File: src/rtl/can_tx_ctrl_pkg.sv
// Purpose: shared constants for the transmit select, abort acknowledge and filter control block
// Assumes: AXI4-Lite register bus, 32-bit data, byte addresses below
// Notes: 8-bit registers sit in the low byte lane, upper bits read zero
package can_tx_ctrl_pkg;

    // ----------------------------------------------------------------
    // register byte offsets
    // ----------------------------------------------------------------
    localparam int ADDR_W = 8;
    localparam logic [7:0] OFS_ABORT_ACK = 8'h00;
    localparam logic [7:0] OFS_TX_SELECT = 8'h04;
    localparam logic [7:0] OFS_FILTER_CTRL = 8'h08;
    localparam logic [7:0] OFS_MODE = 8'h0c;
    localparam logic [7:0] OFS_TX_EMPTY = 8'h10;
    localparam logic [7:0] OFS_ABORT_REQ = 8'h14;
    localparam logic [7:0] OFS_IRQ_STATUS = 8'h18;
    localparam logic [7:0] OFS_IRQ_MASK = 8'h1c;
    localparam logic [7:0] OFS_WINDOW = 8'h40;

    // ----------------------------------------------------------------
    // sizes, field positions, codes
    // ----------------------------------------------------------------
    localparam int TX_BUF_COUNT = 3;
    localparam int WINDOW_WORD_COUNT = 4;
    localparam int FILTER_ORG_LSB = 4;
    localparam int FILTER_HIT_LSB = 0;
    localparam int MODE_REQ_BIT = 0;
    localparam int MODE_ACK_BIT = 1;
    localparam logic [1:0] FILTER_TWO_32 = 2'h0;
    localparam logic [1:0] FILTER_FOUR_16 = 2'h1;
    localparam logic [1:0] FILTER_EIGHT_8 = 2'h2;
    localparam logic [1:0] FILTER_CLOSED = 2'h3;
    localparam logic [1:0] RESP_OKAY = 2'h0;
    localparam logic [1:0] RESP_SLVERR = 2'h2;

    // ----------------------------------------------------------------
    // values after reset
    // ----------------------------------------------------------------
    localparam logic RESET_INIT_REQ = 1'b0;
    localparam logic [1:0] RESET_FILTER_ORG = FILTER_TWO_32;
    localparam logic [2:0] RESET_FILTER_HIT = 3'h0;

endpackage

File: src/rtl/irq_flag_if.sv
// Purpose: carrier between the register logic and the sticky interrupt flag bank
// Assumes: single clock, signals change only after the rising edge
// Notes: none
`timescale 1ns/1ns
interface irq_flag_if #(
    parameter int N = 4
);
    logic [N-1:0] set_events;
    logic status_clear_wr;
    logic mask_wr;
    logic [N-1:0] wdata;
    logic [N-1:0] status;
    logic [N-1:0] mask;
    logic irq;
    modport bank (
        input set_events, status_clear_wr, mask_wr, wdata,
        output status, mask, irq
    );
    modport user (
        output set_events, status_clear_wr, mask_wr, wdata,
        input status, mask, irq
    );
endinterface

File: src/rtl/lowest_bit_pick.sv
// Purpose: finds the lowest set bit of a vector
// Assumes: purely combinational
// Notes: index is zero when no bit is set
`timescale 1ns/1ns
module lowest_bit_pick #(
    parameter int W = 3
) (
    input wire logic [W-1:0] vec, // candidate bits
    output logic [W-1:0] onehot, // lowest set bit only
    output logic [$clog2(W)-1:0] index, // its position
    output logic any // some bit set
);
    always_comb begin
        onehot = '0;
        index = '0;
        any = 1'b0;
        for (int i = W - 1; i >= 0; i--) begin
            if (vec[i]) begin
                onehot = '0;
                onehot[i] = 1'b1;
                index = i[$clog2(W)-1:0];
                any = 1'b1;
            end
        end
    end
endmodule

File: src/rtl/irq_flag_bank.sv
// Purpose: sticky interrupt flags, write-one-to-clear, with mask and one level output
// Assumes: events are one-cycle pulses
// Notes: a set in the clearing cycle wins
`timescale 1ns/1ns
module irq_flag_bank #(
    parameter int N = 4
) (
    input wire logic aclk, // clock
    input wire logic aresetn, // synchronous reset, active low
    irq_flag_if.bank port // flag traffic
);
    typedef struct packed {
        logic [N-1:0] status;
        logic [N-1:0] mask;
        logic irq;
    } bank_state_type;

    bank_state_type s;
    bank_state_type n;

    always_comb begin
        n = s;
        if (port.status_clear_wr) begin
            n.status = s.status & ~port.wdata;
        end
        n.status = n.status | port.set_events;
        if (port.mask_wr) begin
            n.mask = port.wdata;
        end
        n.irq = |(n.status & n.mask);
    end

    always_ff @(posedge aclk) begin
        if (!aresetn) begin
            s <= '0;
        end else begin
            s <= n;
        end
    end

    assign port.status = s.status;
    assign port.mask = s.mask;
    assign port.irq = s.irq;
endmodule

File: src/rtl/can_tx_select_abort_ack_filter_ctrl.sv
// Purpose: register side of a CAN controller: transmit buffer select and window,
//          abort request and acknowledge, acceptance filter control, interrupts
// Assumes: engine inputs are synchronous to aclk; event inputs are one-cycle pulses
// Notes: AXI4-Lite slave, one write and one read under way at a time
//
// How it works
// - abort acknowledge flags forced to reset value while init mode is active.
// - abort acknowledge flags always readable; writes to them do nothing.
// - an acknowledge flag sets only when its buffer's abort was granted.
// - clearing a buffer's empty flag clears its acknowledge flag in that write.
// - buffer select register forced to reset value while init mode is active.
// - buffer select writes accepted only outside init mode, else ignored.
// - buffer select reads return only the lowest set bit.
// - lowest set select bit picks which buffer sits in the access window.
// - window access blocked while the selected buffer is scheduled.
// - no window access at all when no buffer is selected.
// - filter control readable always; organisation writable in init only; hit read-only.
// - organisation 00 two 32-bit, 01 four 16-bit, 10 eight 8-bit, 11 closed.
// - closed filter accepts nothing, so the foreground buffer never reloads.
// - hit field holds the binary index of the matching filter.
// - hit field updates whenever a message shifts into the foreground buffer outside init mode while the filter is not closed.
// - empty flag sets after a successful send or a granted abort.
// - abort granted only if not started, or if the attempt failed.
`timescale 1ns/1ns
module can_tx_select_abort_ack_filter_ctrl
    import can_tx_ctrl_pkg::*;
#(
    parameter int NUM_BUF = TX_BUF_COUNT,
    parameter int WIN_WORDS = WINDOW_WORD_COUNT
) (
    input wire logic aclk, // clock, 10 MHz
    input wire logic aresetn, // synchronous reset, active low
    input wire logic [ADDR_W-1:0] awaddr, // write address
    input wire logic awvalid, // write address valid
    output logic awready, // write address ready
    input wire logic [31:0] wdata, // write data
    input wire logic [3:0] wstrb, // write byte strobes
    input wire logic wvalid, // write data valid
    output logic wready, // write data ready
    output logic [1:0] bresp, // write response
    output logic bvalid, // write response valid
    input wire logic bready, // write response ready
    input wire logic [ADDR_W-1:0] araddr, // read address
    input wire logic arvalid, // read address valid
    output logic arready, // read address ready
    output logic [31:0] rdata, // read data
    output logic [1:0] rresp, // read response
    output logic rvalid, // read data valid
    input wire logic rready, // read data ready
    input wire logic [NUM_BUF-1:0] tx_busy, // buffer transmission under way
    input wire logic [NUM_BUF-1:0] tx_sent, // pulse: buffer sent successfully
    input wire logic [NUM_BUF-1:0] tx_failed, // pulse: lost arbitration or error
    input wire logic rx_shift, // pulse: message moved to foreground buffer
    input wire logic [2:0] rx_hit_index, // matching filter of that message
    input wire logic [$clog2(NUM_BUF)-1:0] tx_rd_buf, // engine read: buffer
    input wire logic [$clog2(WIN_WORDS)-1:0] tx_rd_word, // engine read: word
    output logic [31:0] tx_rd_data, // engine read data, one cycle later
    output logic [NUM_BUF-1:0] tx_pending, // buffers scheduled for transmission
    output logic [1:0] filter_mode, // filter organisation
    output logic rx_accept_en, // filter not closed and init mode not active
    output logic init_active, // init request and acknowledge both set
    output logic irq // level interrupt
);
    localparam int BI_W = $clog2(NUM_BUF);
    localparam int WI_W = $clog2(WIN_WORDS);
    localparam int NIRQ = NUM_BUF + 1;

    typedef struct packed {
        logic awready;
        logic wready;
        logic aw_held;
        logic w_held;
        logic [ADDR_W-1:0] awaddr;
        logic [31:0] wdata;
        logic [3:0] wstrb;
        logic bvalid;
        logic [1:0] bresp;
        logic arready;
        logic rvalid;
        logic [1:0] rresp;
        logic [31:0] rdata;
        logic init_req;
        logic init_ack;
        logic init_active;
        logic [NUM_BUF-1:0] tx_empty_flags;
        logic [NUM_BUF-1:0] tx_pending;
        logic [NUM_BUF-1:0] abort_req;
        logic [NUM_BUF-1:0] abort_ack;
        logic [NUM_BUF-1:0] tx_sel;
        logic [1:0] filter_org;
        logic [2:0] filter_hit;
        logic rx_accept_en;
        logic [NUM_BUF-1:0][WIN_WORDS-1:0][31:0] window;
        logic [31:0] tx_rd_data;
    } top_state_type;

    top_state_type s;
    top_state_type n;

    // ----------------------------------------------------------------
    // derived control terms
    // ----------------------------------------------------------------
    logic [NUM_BUF-1:0] sel_onehot;
    logic [BI_W-1:0] sel_idx;
    logic sel_any;
    logic win_open;
    logic tx_regs_writable;
    logic [NUM_BUF-1:0] sent;
    logic [NUM_BUF-1:0] grant;
    logic rx_event;
    logic wr_go;
    logic [5:0] wr_woff;
    logic [5:0] rd_woff;
    logic wr_win_hit;
    logic rd_win_hit;
    logic [7:0] wd8;
    logic lane0;

    irq_flag_if #(.N(NIRQ)) irq_bus ();

    lowest_bit_pick #(.W(NUM_BUF)) u_pick (
        .vec(s.tx_sel),
        .onehot(sel_onehot),
        .index(sel_idx),
        .any(sel_any)
    );

    irq_flag_bank #(.N(NIRQ)) u_irq (
        .aclk(aclk),
        .aresetn(aresetn),
        .port(irq_bus.bank)
    );

    // window usable only when a buffer is selected and that buffer is empty
    assign win_open = sel_any && s.tx_empty_flags[sel_idx];
    assign tx_regs_writable = !s.init_req && !s.init_ack;

    // engine events are frozen while init mode holds the flags
    assign sent = s.init_active ? '0 : (tx_sent & ~s.tx_empty_flags);
    assign grant = s.init_active ? '0 :
        (s.abort_req & ~s.tx_empty_flags & ~sent & (~tx_busy | tx_failed));
    assign rx_event = rx_shift && !s.init_active && (s.filter_org != FILTER_CLOSED);

    assign wr_go = s.aw_held && s.w_held && !s.bvalid;
    assign wr_woff = s.awaddr[7:2] - OFS_WINDOW[7:2];
    assign rd_woff = araddr[7:2] - OFS_WINDOW[7:2];
    assign wr_win_hit = wr_woff < 6'(WIN_WORDS);
    assign rd_win_hit = rd_woff < 6'(WIN_WORDS);
    assign wd8 = s.wdata[7:0];
    assign lane0 = s.wstrb[0];

    // ----------------------------------------------------------------
    // interrupt flag traffic
    // ----------------------------------------------------------------
    assign irq_bus.set_events = {rx_event, grant | sent};
    assign irq_bus.status_clear_wr = wr_go && lane0 && (s.awaddr == OFS_IRQ_STATUS);
    assign irq_bus.mask_wr = wr_go && lane0 && (s.awaddr == OFS_IRQ_MASK);
    assign irq_bus.wdata = s.wdata[NIRQ-1:0];

    // ----------------------------------------------------------------
    // next state
    // ----------------------------------------------------------------
    logic [NUM_BUF-1:0] txe_clr;
    logic [NUM_BUF-1:0] req_set;

    always_comb begin
        n = s;
        txe_clr = '0;
        req_set = '0;

        // write address and data are taken independently
        if (awvalid && s.awready) begin
            n.aw_held = 1'b1;
            n.awaddr = awaddr;
        end
        if (wvalid && s.wready) begin
            n.w_held = 1'b1;
            n.wdata = wdata;
            n.wstrb = wstrb;
        end
        if (s.bvalid && bready) begin
            n.bvalid = 1'b0;
        end

        if (wr_go) begin
            n.aw_held = 1'b0;
            n.w_held = 1'b0;
            n.bvalid = 1'b1;
            n.bresp = RESP_OKAY;
            if (wr_win_hit) begin
                if (win_open) begin
                    for (int b = 0; b < 4; b++) begin
                        if (s.wstrb[b]) begin
                            n.window[sel_idx][wr_woff[WI_W-1:0]][b*8 +: 8] =
                                s.wdata[b*8 +: 8];
                        end
                    end
                end else begin
                    n.bresp = RESP_SLVERR;
                end
            end else begin
                case (s.awaddr)
                    OFS_ABORT_ACK: begin
                        // flags are set by hardware only
                        n.bresp = RESP_OKAY;
                    end
                    OFS_TX_SELECT: begin
                        if (lane0 && tx_regs_writable) begin
                            n.tx_sel = wd8[NUM_BUF-1:0];
                        end
                    end
                    OFS_FILTER_CTRL: begin
                        if (lane0 && s.init_active) begin
                            n.filter_org = wd8[FILTER_ORG_LSB +: 2];
                        end
                    end
                    OFS_MODE: begin
                        if (lane0) begin
                            n.init_req = wd8[MODE_REQ_BIT];
                        end
                    end
                    OFS_TX_EMPTY: begin
                        // write one to an empty flag schedules that buffer
                        if (lane0 && tx_regs_writable) begin
                            txe_clr = wd8[NUM_BUF-1:0] & s.tx_empty_flags;
                        end
                    end
                    OFS_ABORT_REQ: begin
                        if (lane0 && tx_regs_writable) begin
                            req_set = wd8[NUM_BUF-1:0] & ~s.tx_empty_flags;
                        end
                    end
                    OFS_IRQ_STATUS: begin
                        n.bresp = RESP_OKAY;
                    end
                    OFS_IRQ_MASK: begin
                        n.bresp = RESP_OKAY;
                    end
                    default: begin
                        n.bresp = RESP_SLVERR;
                    end
                endcase
            end
        end

        // ------------------------------------------------------------
        // transmit flags; hardware sets win over software clears
        // ------------------------------------------------------------
        n.tx_empty_flags = (s.tx_empty_flags & ~txe_clr) | grant | sent;
        n.abort_ack = (s.abort_ack & ~txe_clr) | grant;
        n.abort_req = (s.abort_req | req_set) & ~(grant | sent);

        // ------------------------------------------------------------
        // receive side hit indicator
        // ------------------------------------------------------------
        if (rx_event) begin
            n.filter_hit = rx_hit_index;
        end

        // ------------------------------------------------------------
        // init mode handshake and hold
        // ------------------------------------------------------------
        n.init_ack = s.init_req;
        if (s.init_active) begin
            n.abort_ack = '0;
            n.tx_sel = '0;
            n.abort_req = '0;
            n.tx_empty_flags = '1;
        end

        // ------------------------------------------------------------
        // read channel
        // ------------------------------------------------------------
        if (s.rvalid && rready) begin
            n.rvalid = 1'b0;
        end
        if (arvalid && s.arready) begin
            n.rvalid = 1'b1;
            n.rresp = RESP_OKAY;
            n.rdata = '0;
            if (rd_win_hit) begin
                if (win_open) begin
                    n.rdata = s.window[sel_idx][rd_woff[WI_W-1:0]];
                end else begin
                    n.rresp = RESP_SLVERR;
                end
            end else begin
                case (araddr)
                    OFS_ABORT_ACK: begin
                        n.rdata = 32'(s.abort_ack);
                    end
                    OFS_TX_SELECT: begin
                        n.rdata = 32'(sel_onehot);
                    end
                    OFS_FILTER_CTRL: begin
                        n.rdata = (32'(s.filter_org) << FILTER_ORG_LSB) |
                            (32'(s.filter_hit) << FILTER_HIT_LSB);
                    end
                    OFS_MODE: begin
                        n.rdata[MODE_REQ_BIT] = s.init_req;
                        n.rdata[MODE_ACK_BIT] = s.init_ack;
                    end
                    OFS_TX_EMPTY: begin
                        n.rdata = 32'(s.tx_empty_flags);
                    end
                    OFS_ABORT_REQ: begin
                        n.rdata = 32'(s.abort_req);
                    end
                    OFS_IRQ_STATUS: begin
                        n.rdata = 32'(irq_bus.status);
                    end
                    OFS_IRQ_MASK: begin
                        n.rdata = 32'(irq_bus.mask);
                    end
                    default: begin
                        n.rresp = RESP_SLVERR;
                    end
                endcase
            end
        end

        // ------------------------------------------------------------
        // handshake readies and registered outputs
        // ------------------------------------------------------------
        n.awready = !n.aw_held && !n.bvalid;
        n.wready = !n.w_held && !n.bvalid;
        n.arready = !n.rvalid;
        n.init_active = n.init_req && n.init_ack;
        n.tx_pending = ~n.tx_empty_flags;
        n.rx_accept_en = !n.init_active && (n.filter_org != FILTER_CLOSED);
        n.tx_rd_data = s.window[tx_rd_buf][tx_rd_word];
    end

    // ----------------------------------------------------------------
    // state register
    // ----------------------------------------------------------------
    always_ff @(posedge aclk) begin
        if (!aresetn) begin
            s <= '0;
            s.tx_empty_flags <= '1;
            s.init_req <= RESET_INIT_REQ;
            s.filter_org <= RESET_FILTER_ORG;
            s.filter_hit <= RESET_FILTER_HIT;
        end else begin
            s <= n;
        end
    end

    // ----------------------------------------------------------------
    // outputs
    // ----------------------------------------------------------------
    assign awready = s.awready;
    assign wready = s.wready;
    assign bresp = s.bresp;
    assign bvalid = s.bvalid;
    assign arready = s.arready;
    assign rdata = s.rdata;
    assign rresp = s.rresp;
    assign rvalid = s.rvalid;
    assign tx_rd_data = s.tx_rd_data;
    assign tx_pending = s.tx_pending;
    assign filter_mode = s.filter_org;
    assign rx_accept_en = s.rx_accept_en;
    assign init_active = s.init_active;
    assign irq = irq_bus.irq;

endmodule

File: config.mk
export PLATFORM = sky130hd
export DESIGN_NAME = can_tx_select_abort_ack_filter_ctrl
export DESIGN_NICKNAME = d
export VERILOG_FILES = /design/src/rtl/can_tx_ctrl_pkg.sv /design/src/rtl/irq_flag_if.sv /design/src/rtl/lowest_bit_pick.sv /design/src/rtl/irq_flag_bank.sv /design/src/rtl/can_tx_select_abort_ack_filter_ctrl.sv
export SDC_FILE = /design/constraint.sdc
export NUM_CORES = 1
export LEC_CHECK = 0
export ABC_CLOCK_PERIOD_IN_PS = 4900
export BUFFER_PORTS_ARGS = -buffer_cell sky130_fd_sc_hd__buf_2
export CAP_MARGIN = 20
export CORE_MARGIN = 8
export CORE_UTILIZATION = 40
export DETAILED_ROUTE_END_ITERATION = 8
export SLEW_MARGIN = 10
export SYNTH_ARGS = -nofsm -noshare
export SYNTH_HDL_FRONTEND = slang
export SYNTH_SLANG_ARGS = --single-unit
File: constraint.sdc
create_clock -name aclk -period 4.9 [get_ports aclk]
set_input_delay 0.98 -clock aclk [delete_from_list [all_inputs] [get_ports aclk]]
set_output_delay 0.98 -clock aclk [all_outputs]
set_load 0.02 [all_outputs]
# Word level (Yosys, flattened, before mapping)
# Index checks and enable logic that the tools add are counted.
[totals]
out_inout_bits = 81
latchBits = 0
mem_bits_rw = 0
n_memories = 0
mem_bits_ro = 0
input_bits = 76
wordCells = 222
ff_bits = 536
[op_classes]
eq_ne = 16
n_bitwise = 28
reduce_logical = 39
n_addsub = 2
mux = 88
n_div = 0
mul = 0
order_cmp = 9
n_shift = 0
[ops]
columns = ["cell", "n"]
rows = [
  ["$mux W384", 13],
  ["$bwmux W384", 4],
  ["$demux W128 S2", 4],
  ["$mux W128", 6],
  ["$bmux W128 S2", 2],
  ["$demux W32 S2", 4],
  ["$bmux W32 S2", 2],
  ["$mux W32", 4],
  ["$eq A8 B5 Y1 const B", 8],
  ["$mux W3", 15],
  ["$mux W35", 1],
  ["$mux W34", 1],
  ["$eq A8 B4 Y1 const B", 4],
  ["$pmux W4 S7", 1],
  ["$and A3 B3 Y3", 9],
  ["$mux W2", 12],
  ["$mux W24", 1],
  ["$logic_and A1 B1 Y1", 22],
  ["$not A3 Y3", 6],
  ["$or A3 B3 Y3", 6],
  ["$eq A8 B3 Y1 const B", 2],
  ["$logic_not A8 Y1", 2],
  ["$mux W16", 1],
  ["$pmux W2 S8", 1],
  ["20 further kinds", 51],
]

# Logic depth before layout (Yosys ltp)
# Gate-level depths: netlist (run 1).
[logic_depth]
ltp_word = 24
depth_mapped = 8
depth_no_buf = 5

# By module
# Synthesis (run 1) repeated with hierarchy kept, for this count alone.
[unflattened]
hier_cells = 2896
hier_area_um2 = 26603.0
[by_module_without_submodules]
columns = ["mod", "area_per_inst_um2", "instances", "cells_per_inst", "seq_area_each_um2"]
rows = [
  ["can_tx_select_abort_ack_filter_ctrl", 26210.1, 1, 2855, 10510.1],
  ["irq_flag_bank", 350.3, 1, 35, 180.2],
  ["lowest_bit_pick", 42.5, 1, 6, 0.0],
]

# Worst setup path after synthesis (run 1)
# OpenSTA, ideal clock, no wires.
[synth_path]
kind = "input to register"
from = "input tx_rd_word[0]"
to = "register s (netlist bit tx_rd_data[22])"
required_time_ps = 4785
setup_time_ps = 115
slack_ps = 2247
path_stages = 7
t_arrival_ps = 2538
n_path_buf = 3
path_cell_list = "clkbuf_1 > clkbuf_1 > buf_1 > mux4_2 > mux2i_1 > o22ai_1 > and2_1"
[synth_via]
elab_chain_cells = 2
[synth_lines]
columns = ["element", "line_no", "source"]
rows = [
  ["start, declared", "can_tx_select_abort_ack_filter_ctrl.sv:56", "input wire logic [$clog2(WIN_WORDS)-1:0] tx_rd_word,"],
  ["$bmux W32 S2", "can_tx_select_abort_ack_filter_ctrl.sv:331", "n.tx_rd_data = s.window[tx_rd_buf][tx_rd_word];"],
  ["$mux W32 (implied by the code)", "can_tx_select_abort_ack_filter_ctrl.sv:331", ""],
  ["end signal, assigned", "can_tx_select_abort_ack_filter_ctrl.sv:345", "s <= n;"],
  ["end, declared", "can_tx_select_abort_ack_filter_ctrl.sv:97", "top_state_type s;"],
]
# No other way between the ends. The select of a mux whose other input is x is not followed.
# A chain may end at the register's enable or synchronous reset.

# Worst setup path in the final report (run 1)
[layout_path]
from = "register s[522] (netlist bit)"
to = "register s[273] (netlist bit)"
[layout_via]
elab_chain_cells = 3
[layout_lines]
columns = ["element", "line_no", "source"]
rows = [
  ["$sub A6 B5 Y6", "can_tx_select_abort_ack_filter_ctrl.sv:145", "assign wr_woff = s.awaddr[7:2] - OFS_WINDOW[7:2];"],
  ["$lt A6 B3 Y1", "can_tx_select_abort_ack_filter_ctrl.sv:147", "assign wr_win_hit = wr_woff < 6'(WIN_WORDS);"],
  ["$reduce_and A3 Y1 (no source line)", "--", ""],
]
# No other way between the ends.

==> metrics.md, run 1 <==
| Metric | Value |
|---|---|
| Outcome | `complete, no violations` |
| Global Route met2 Usage | `0.336` |
| Vias in the first global route | `19100` |
| Layout cells sized above 1 | `0.213` |
| Slew margin rel. | `0.291` |
| Die footprint | `~73000 um2` |
| Nets | `roughly 2500` |
| Htree depth | `2` |
| Skew final | `21.6 ps` |
| Setup bufs post-CTS | `0` |
| Final period util | `0.673` |
| Synth async-reset ratio | `0` |
| Post-DP HPWL | `48600 um` |
| Max-cap check violation count | `0` |
| Final ANT Viol Nets | `0` |
| Fin. max-slew vios | `0` |
| Row count | `93` |
| DP Worst Slack | `1570 ps` |
| Met3 usage | `0.0380` |
| CTS max path bufs | `3` |
| HP Class | `reg2reg` |
| Most frequent cells in the layout | `dfxtp_1 (534), nor2_1 (449), mux2i_1 (437)` |
| Crit path capture type | `flop` |
| Worst IR Drop VDD | `roughly 0.23 mV` |
| Core box area | `64300 um2` |
| Via count | `18900` |
| First DRT Iteration DRCs | `between 1500 and 2000` |
| Worst path bufs/invs | `1` |
| Synth Instances | `2453` |
| Avg WL per Cell | `around 23 um` |
| Worst-margin pin slew | `between 1000 and 1500 ps` |
| Pin count of the biggest net entering global routing | `228` |
| Crit Path Max Fanout | `20` |
| Clock slew at reported path FFs | `60 ps` |
| Die Width | `between 200 and 300 um` |
| Die Span Y | `271 um` |
| Minimum clock period after layout | `around 3300 ps` |
| CP arrival | `about 3800 ps` |
| Setup TNS | `0 ps` |
| Synth unique cells | `53` |
| Residual DRC | `0` |
| Initial antenna violation count | `1` |
| Inst Count DP | `approximately 3200` |
| Crit Path Class | `reg2reg` |
| Synth-to-Final Area Change | `10.1%` |
| Worst-Skew Late Latency | `620 ps` |
| Hold Violations, Final | `0` |
| Worst path max stage delay | `around 840 ps` |
| Highest clock rate | `303 MHz` |
| N_diodes | `0` |
| Crit-path cells | `or4b_1 -> a211oi_4 -> buf_4 -> and3_1 -> mux2i_1 -> nor2_1` |
| PortBufs | `154` |
| Total CTS buffers | `between 50 and 60` |
| PwrDens | `321 nW/um2` |
| Delay-heaviest family, CP | `simple AND/OR/NAND/NOR gates` |
| First-pass GRT wire length | `roughly 120000 um` |
| GRT overflow | `0` |
| Met1 Use GR | `0.253` |
| Most common cell after layout, fill and taps aside | `dfxtp_1` |
| TritonCTS clock tree | `built` |
| Cell area after synthesis | `roughly 26000 um2` |
| EDFF count, synth | `0` |
| Post-CTS Hold Fix Bufs | `0` |
| TritonRoute pass-1 iters | `7` |
| Critical Path RT | `roughly 5400 ps` |
| Tot GR Track Use | `0.201` |
| Worst Hold Slack | `452 ps` |
| Syn avg cell area | `10.6 um2` |
| # IOs | `around 160` |
| Leakage | `between 10 and 15 nW` |
| GP Congestion | `0.828` |
| Final WL | `76200 um` |
| Most Used Layer, Global Route | `met2` |
| Top_reg_cell synth | `dfxtp_1` |
| Final setup violation count | `0` |
| Synth Register Bits | `534` |
| Clock Tree Root | `clkbuf_16` |
| RSZ-0062 raised after global routing | `no` |
| Initial Util | `0.404` |
| Final Util | `0.445` |
| Worst path slowest cell | `a211oi_4` |
| CTS resizes | `0` |
| Final worst slack | `around 1600 ps` |
| Post-synthesis sequential area ratio | `0.411` |
| DR vias/cell | `5.68` |
| Nature of the critical path startpoint | `flop` |
| Ys Warns | `0` |
| Sink Count | `534` |
| Final Non-Filler Cells | `3320` |
[final timing paths]
| check | startpoint | to | slack (ps) | cells after the start |
|---|---|---|---|---|
| hold reg to reg | rdata[28]$_SDFFE_PN0P_ | rdata[28]$_SDFFE_PN0P_ | 450 | 2 |
| setup reg to reg | s[522]$_SDFFE_PN0P_ | s[273]$_SDFFE_PN0P_ | 1600 | 6 |
| setup / recovery | s[522]$_SDFFE_PN0P_ | s[273]$_SDFFE_PN0P_ | 1600 | 6 |
| hold / removal | rdata[28]$_SDFFE_PN0P_ | rdata[28]$_SDFFE_PN0P_ | 450 | 2 |
[registers in the layout, indices dropped and copies added, names as in the netlist]
signal and cells:
s 441, u_irq.port.irq 1, bresp 1, arready 1, irq_bus.wdata 4, rdata 32, init_active 1, filter_mode 2
awready 1, tx_rd_data 32, u_irq.port.status 4, rresp 1, lane0 1, rvalid 1, wready 1, n 1
u_irq.port.mask 4, tx_pending 3, rx_accept_en 1, bvalid 1
[cells by family after synthesis]
| group | synth area share |
|---|---|
| AO/OA/AOI/OAI | 0.0471 |
| buffers and inverters | 0.0639 |
| flip-flops | 0.411 |
| multiplexers | 0.339 |
| other | 0.000144 |
| AND/OR/NAND/NOR | 0.139 |
[worst min-delay path, delay by kind of cell (launching register included)]
kind	cells	cell delay [ps]
flops	1	320
compound gates	1	50
simple gates	1	50
[per-stage QoR]
stage,total power [W],cell area (um2)
2_1_floorplan,0.00479,26000
3_3_place_gp,0.00496,26700
3_5_place_dp,0.00496,26700
4_1_cts,0.00927,28600
5_1_grt,0.00949,28600
6_report,0.00917,28600
[synth_stat cells, drive strengths merged (26+ instances only)]
| library cell | number | area [um2] |
|---|---|---|
| and2 | 39 | 244 |
| a21oi | 62 | 310 |
| clkbuf | 138 | 518 |
| nor2b | 31 | 194 |
| nand2 | 128 | 480 |
| mux4 | 195 | 4390 |
| mux2i | 437 | 4370 |
| nand4 | 33 | 473 |
| o22ai | 33 | 206 |
| dfxtp | 534 | 10700 |
| buf | 146 | 965 |
| a211oi | 34 | 260 |
| o31ai | 26 | 195 |
| nor2 | 450 | 1690 |
| inv | 47 | 176 |
[power breakdown]
part	switching, W	internal (W)
Combinational	0.000290	0.000138
Sequential	0.0000713	0.00437
Clock	0.00180	0.00251
Total	0.00216	0.00702
[per-layer routing]
metal	vias up	wire length, um
li1	8589	-
met1	9419	31400
met2	677	36500
met3	179	5210
met4	2	3040
met5	-	13
[cell type report]
| type | instances | area [um2] |
|---|---|---|
| multi-input cells | 1589 | 13700 |
| clock inverters | 24 | 238 |
| inverters | 47 | 184 |
| repair buffers | 189 | 1130 |
| fillers | 5934 | 35700 |
| flip-flops and latches | 534 | 10700 |
| clock buffers | 82 | 1620 |
| well taps | 855 | 1070 |
No activity file was read; power rests on OpenSTA's default activity.
==> run 2: changes to the inputs <==
ABC_CLOCK_PERIOD_IN_PS = 3100   (was 4900)
clock period = 3.1 ns   (was 4.9 ns; I/O delays follow)
==> run 2 against run 1 <==
Global-route usage increased by 0.42 points. Fmax increased by 25%. Utilization increased by 1.0 points. Largest power group is now the clock network. Sequential share of layout area decreased by 0.84 points. Routed wire length increased by 2.4%. Count of clock-buffer cells in the layout increased by 2. Hold slack got worse by 210 ps. Worst setup slack got worse by 1100 ps. Highest routed layer is now met4. Total power increased by 62%. Non-clock buffer count increased by 55. Critical path depth unchanged. Critical endpoint is now s[119]$_SDFFE_PN0P_. Combinational power increased by 69%.
==> metrics.md, run 2 (same netlist as run 1, synthesis figures left out) <==
| Metric | Value |
|---|---|
| GRT overflow | `0` |
| PortBufs | `between 150 and 200` |
| Final WL | `78000 um` |
| First DRT Iteration DRCs | `approximately 1600` |
| Clock Tree Root | `clkbuf_16` |
| Most common cell after layout, fill and taps aside | `dfxtp_1` |
| Worst Hold Slack | `around 240 ps` |
| Core box area | `about 64000 um2` |
| Critical Path RT | `3560 ps` |
| Fin. max-slew vios | `0` |
| DR vias/cell | `5.64` |
| Minimum clock period after layout | `roughly 2600 ps` |
| Nature of the critical path startpoint | `flop` |
| Sink Count | `534` |
| Die footprint | `~73000 um2` |
| Met3 usage | `0.0379` |
| PwrDens | `between 500 and 600 nW/um2` |
| Residual DRC | `0` |
| Worst-margin pin slew | `829 ps` |
| Hold Violations, Final | `0` |
| Multi-input logic area | `between 10000 and 15000 um2` |
| Filler Cell Count | `5935` |
| Most frequent cells in the layout | `dfxtp_1 (534), nor2_1 (449), mux2i_1 (437)` |
| Worst setup path start | `s[522]$_SDFFE_PN0P_` |
| Final ANT Viol Nets | `0` |
| CTS max path bufs | `3` |
| Most Used Layer, Global Route | `met2` |
| Avg WL per Cell | `23.1 um` |
| Max FFs per register | `about 440` |
| Worst-Skew Late Latency | `620 ps` |
| HP Class | `in2reg` |
| Nets | `2549` |
| Via count | `19000` |
| Global Route met2 Usage | `0.337` |
| Most flops, register | `s` |
| Total CTS buffers | `57` |
| DP Worst Slack | `577 ps` |
| Highest clock rate | `380 MHz` |
| Tot GR Track Use | `0.206` |
| Setup TNS | `0 ps` |
| Layout cells sized above 1 | `0.232` |
| Crit Reg-Reg Endpoint | `s[119]$_SDFFE_PN0P_` |
| RR Startpoint | `s[522]$_SDFFE_PN0P_` |
| Pin count of the biggest net entering global routing | `161` |
| First-pass GRT wire length | `119000 um` |
| Crit path to | `s[119]$_SDFFE_PN0P_` |
| CTS resizes | `0` |
| Slew margin rel. | `0.447` |
| Clock slew at reported path FFs | `60 ps` |
| N_diodes | `0` |
| Worst r2r path cells | `6` |
| Met1 Use GR | `0.262` |
| Initial antenna violation count | `1` |
| # IOs | `157` |
| Die Width | `271 um` |
| Crit path capture type | `flop` |
| Post-DP HPWL | `50100 um` |
| Worst IR Drop VDD | `0.335 mV` |
| Die Span Y | `271 um` |
| Worst R2R Setup Slack | `470 ps` |
| Vias in the first global route | `between 15000 and 20000` |
| Final period util | `0.848` |
| Crit Path Max Fanout | `49` |
| TritonRoute pass-1 iters | `6` |
| Leakage | `12.6 nW` |
| Setup bufs post-CTS | `0` |
| Htree depth | `2` |
| Post-CTS Hold Fix Bufs | `0` |
| GP Congestion | `0.830` |
| Initial Util | `0.404` |
| Crit Path Class | `reg2reg` |
| CP arrival | `3090 ps` |
| Final setup violation count | `0` |
| Max-cap check violation count | `0` |
| RSZ-0062 raised after global routing | `no` |
| Outcome | `complete, no violations` |
| Final worst slack | `471 ps` |
| FF+latch area | `about 11000 um2` |
| Skew final | `25.9 ps` |
| Row count | `between 90 and 100` |
| Synth-to-Final Area Change | `12.6%` |
| TritonCTS clock tree | `built` |
==> run 2: changes by cell type in the layout (fill, tap and decap cells not counted), sizes merged <==
cell      before  now
buf          189  244
clkinv        18   14
clkbuf        82   84
bufinv         4    5
clkinvlp       1    2
==> run 2: per-layer routing <==
layer / part of all wire / wire length [um]
met3: 0.064 / 4970
met2: 0.47 / 36800
met1: 0.42 / 32900
met5: 0 / 0
met4: 0.043 / 3380
==> run 2: critical path, cell delays in order (launching register included) <==
cell	delay (ps)
dfxtp_1	330
or4b_1	610
a211oi_4	230
buf_12	300
nand4_2	550
mux2i_1	350
nor2_1	50
==> run 2: stage by stage <==
| stage | instance area (um2) | total power (W) | utilization | instances |
|---|---|---|---|---|
| after global routing | 29300 | 0.0153 | 0.455 | 3375 |
| final | 29300 | 0.0148 | 0.455 | 3375 |
| after global placement | 27300 | 0.00788 | 0.424 | 3269 |
| after floorplan | 26000 | 0.00758 | - | 2454 |
| after detailed placement | 27300 | 0.00789 | 0.424 | 3269 |
| after CTS | 29300 | 0.0150 | 0.455 | 3375 |
==> run 2: worst min path at each step <==
stage	start	endpoint	slack, ps	cells after the start
6_report	wdata[15]	s[498]$_SDFFE_PN0P_	240	3
5_1_grt	wdata[15]	s[498]$_SDFFE_PN0P_	230	3
3_5_place_dp	rdata[27]$_SDFFE_PN0P_	rdata[27]$_SDFFE_PN0P_	440	2
4_1_cts	wdata[16]	s[499]$_SDFFE_PN0P_	200	3
2_1_floorplan	rdata[10]$_SDFFE_PN0P_	rdata[10]$_SDFFE_PN0P_	430	2
3_3_place_gp	rdata[6]$_SDFFE_PN0P_	rdata[6]$_SDFFE_PN0P_	440	2
==> run 2: layout make-up <==
| class | instances | area share |
|---|---|---|
| multi-input combinational | 1589 | 0.467 |
| clock buffer | 84 | 0.0584 |
| clock inverter | 22 | 0.00859 |
| tap | 855 | 0.0366 |
| sequential | 534 | 0.365 |
| inverter | 47 | 0.00628 |
| timing repair buffer | 244 | 0.0575 |
==> run 2: power breakdown <==
part	switching, W	internal (W)	total, W
sequential	0.000110	0.00690	0.00701
clock	0.00288	0.00423	0.00710
combinational	0.000475	0.000247	0.000722
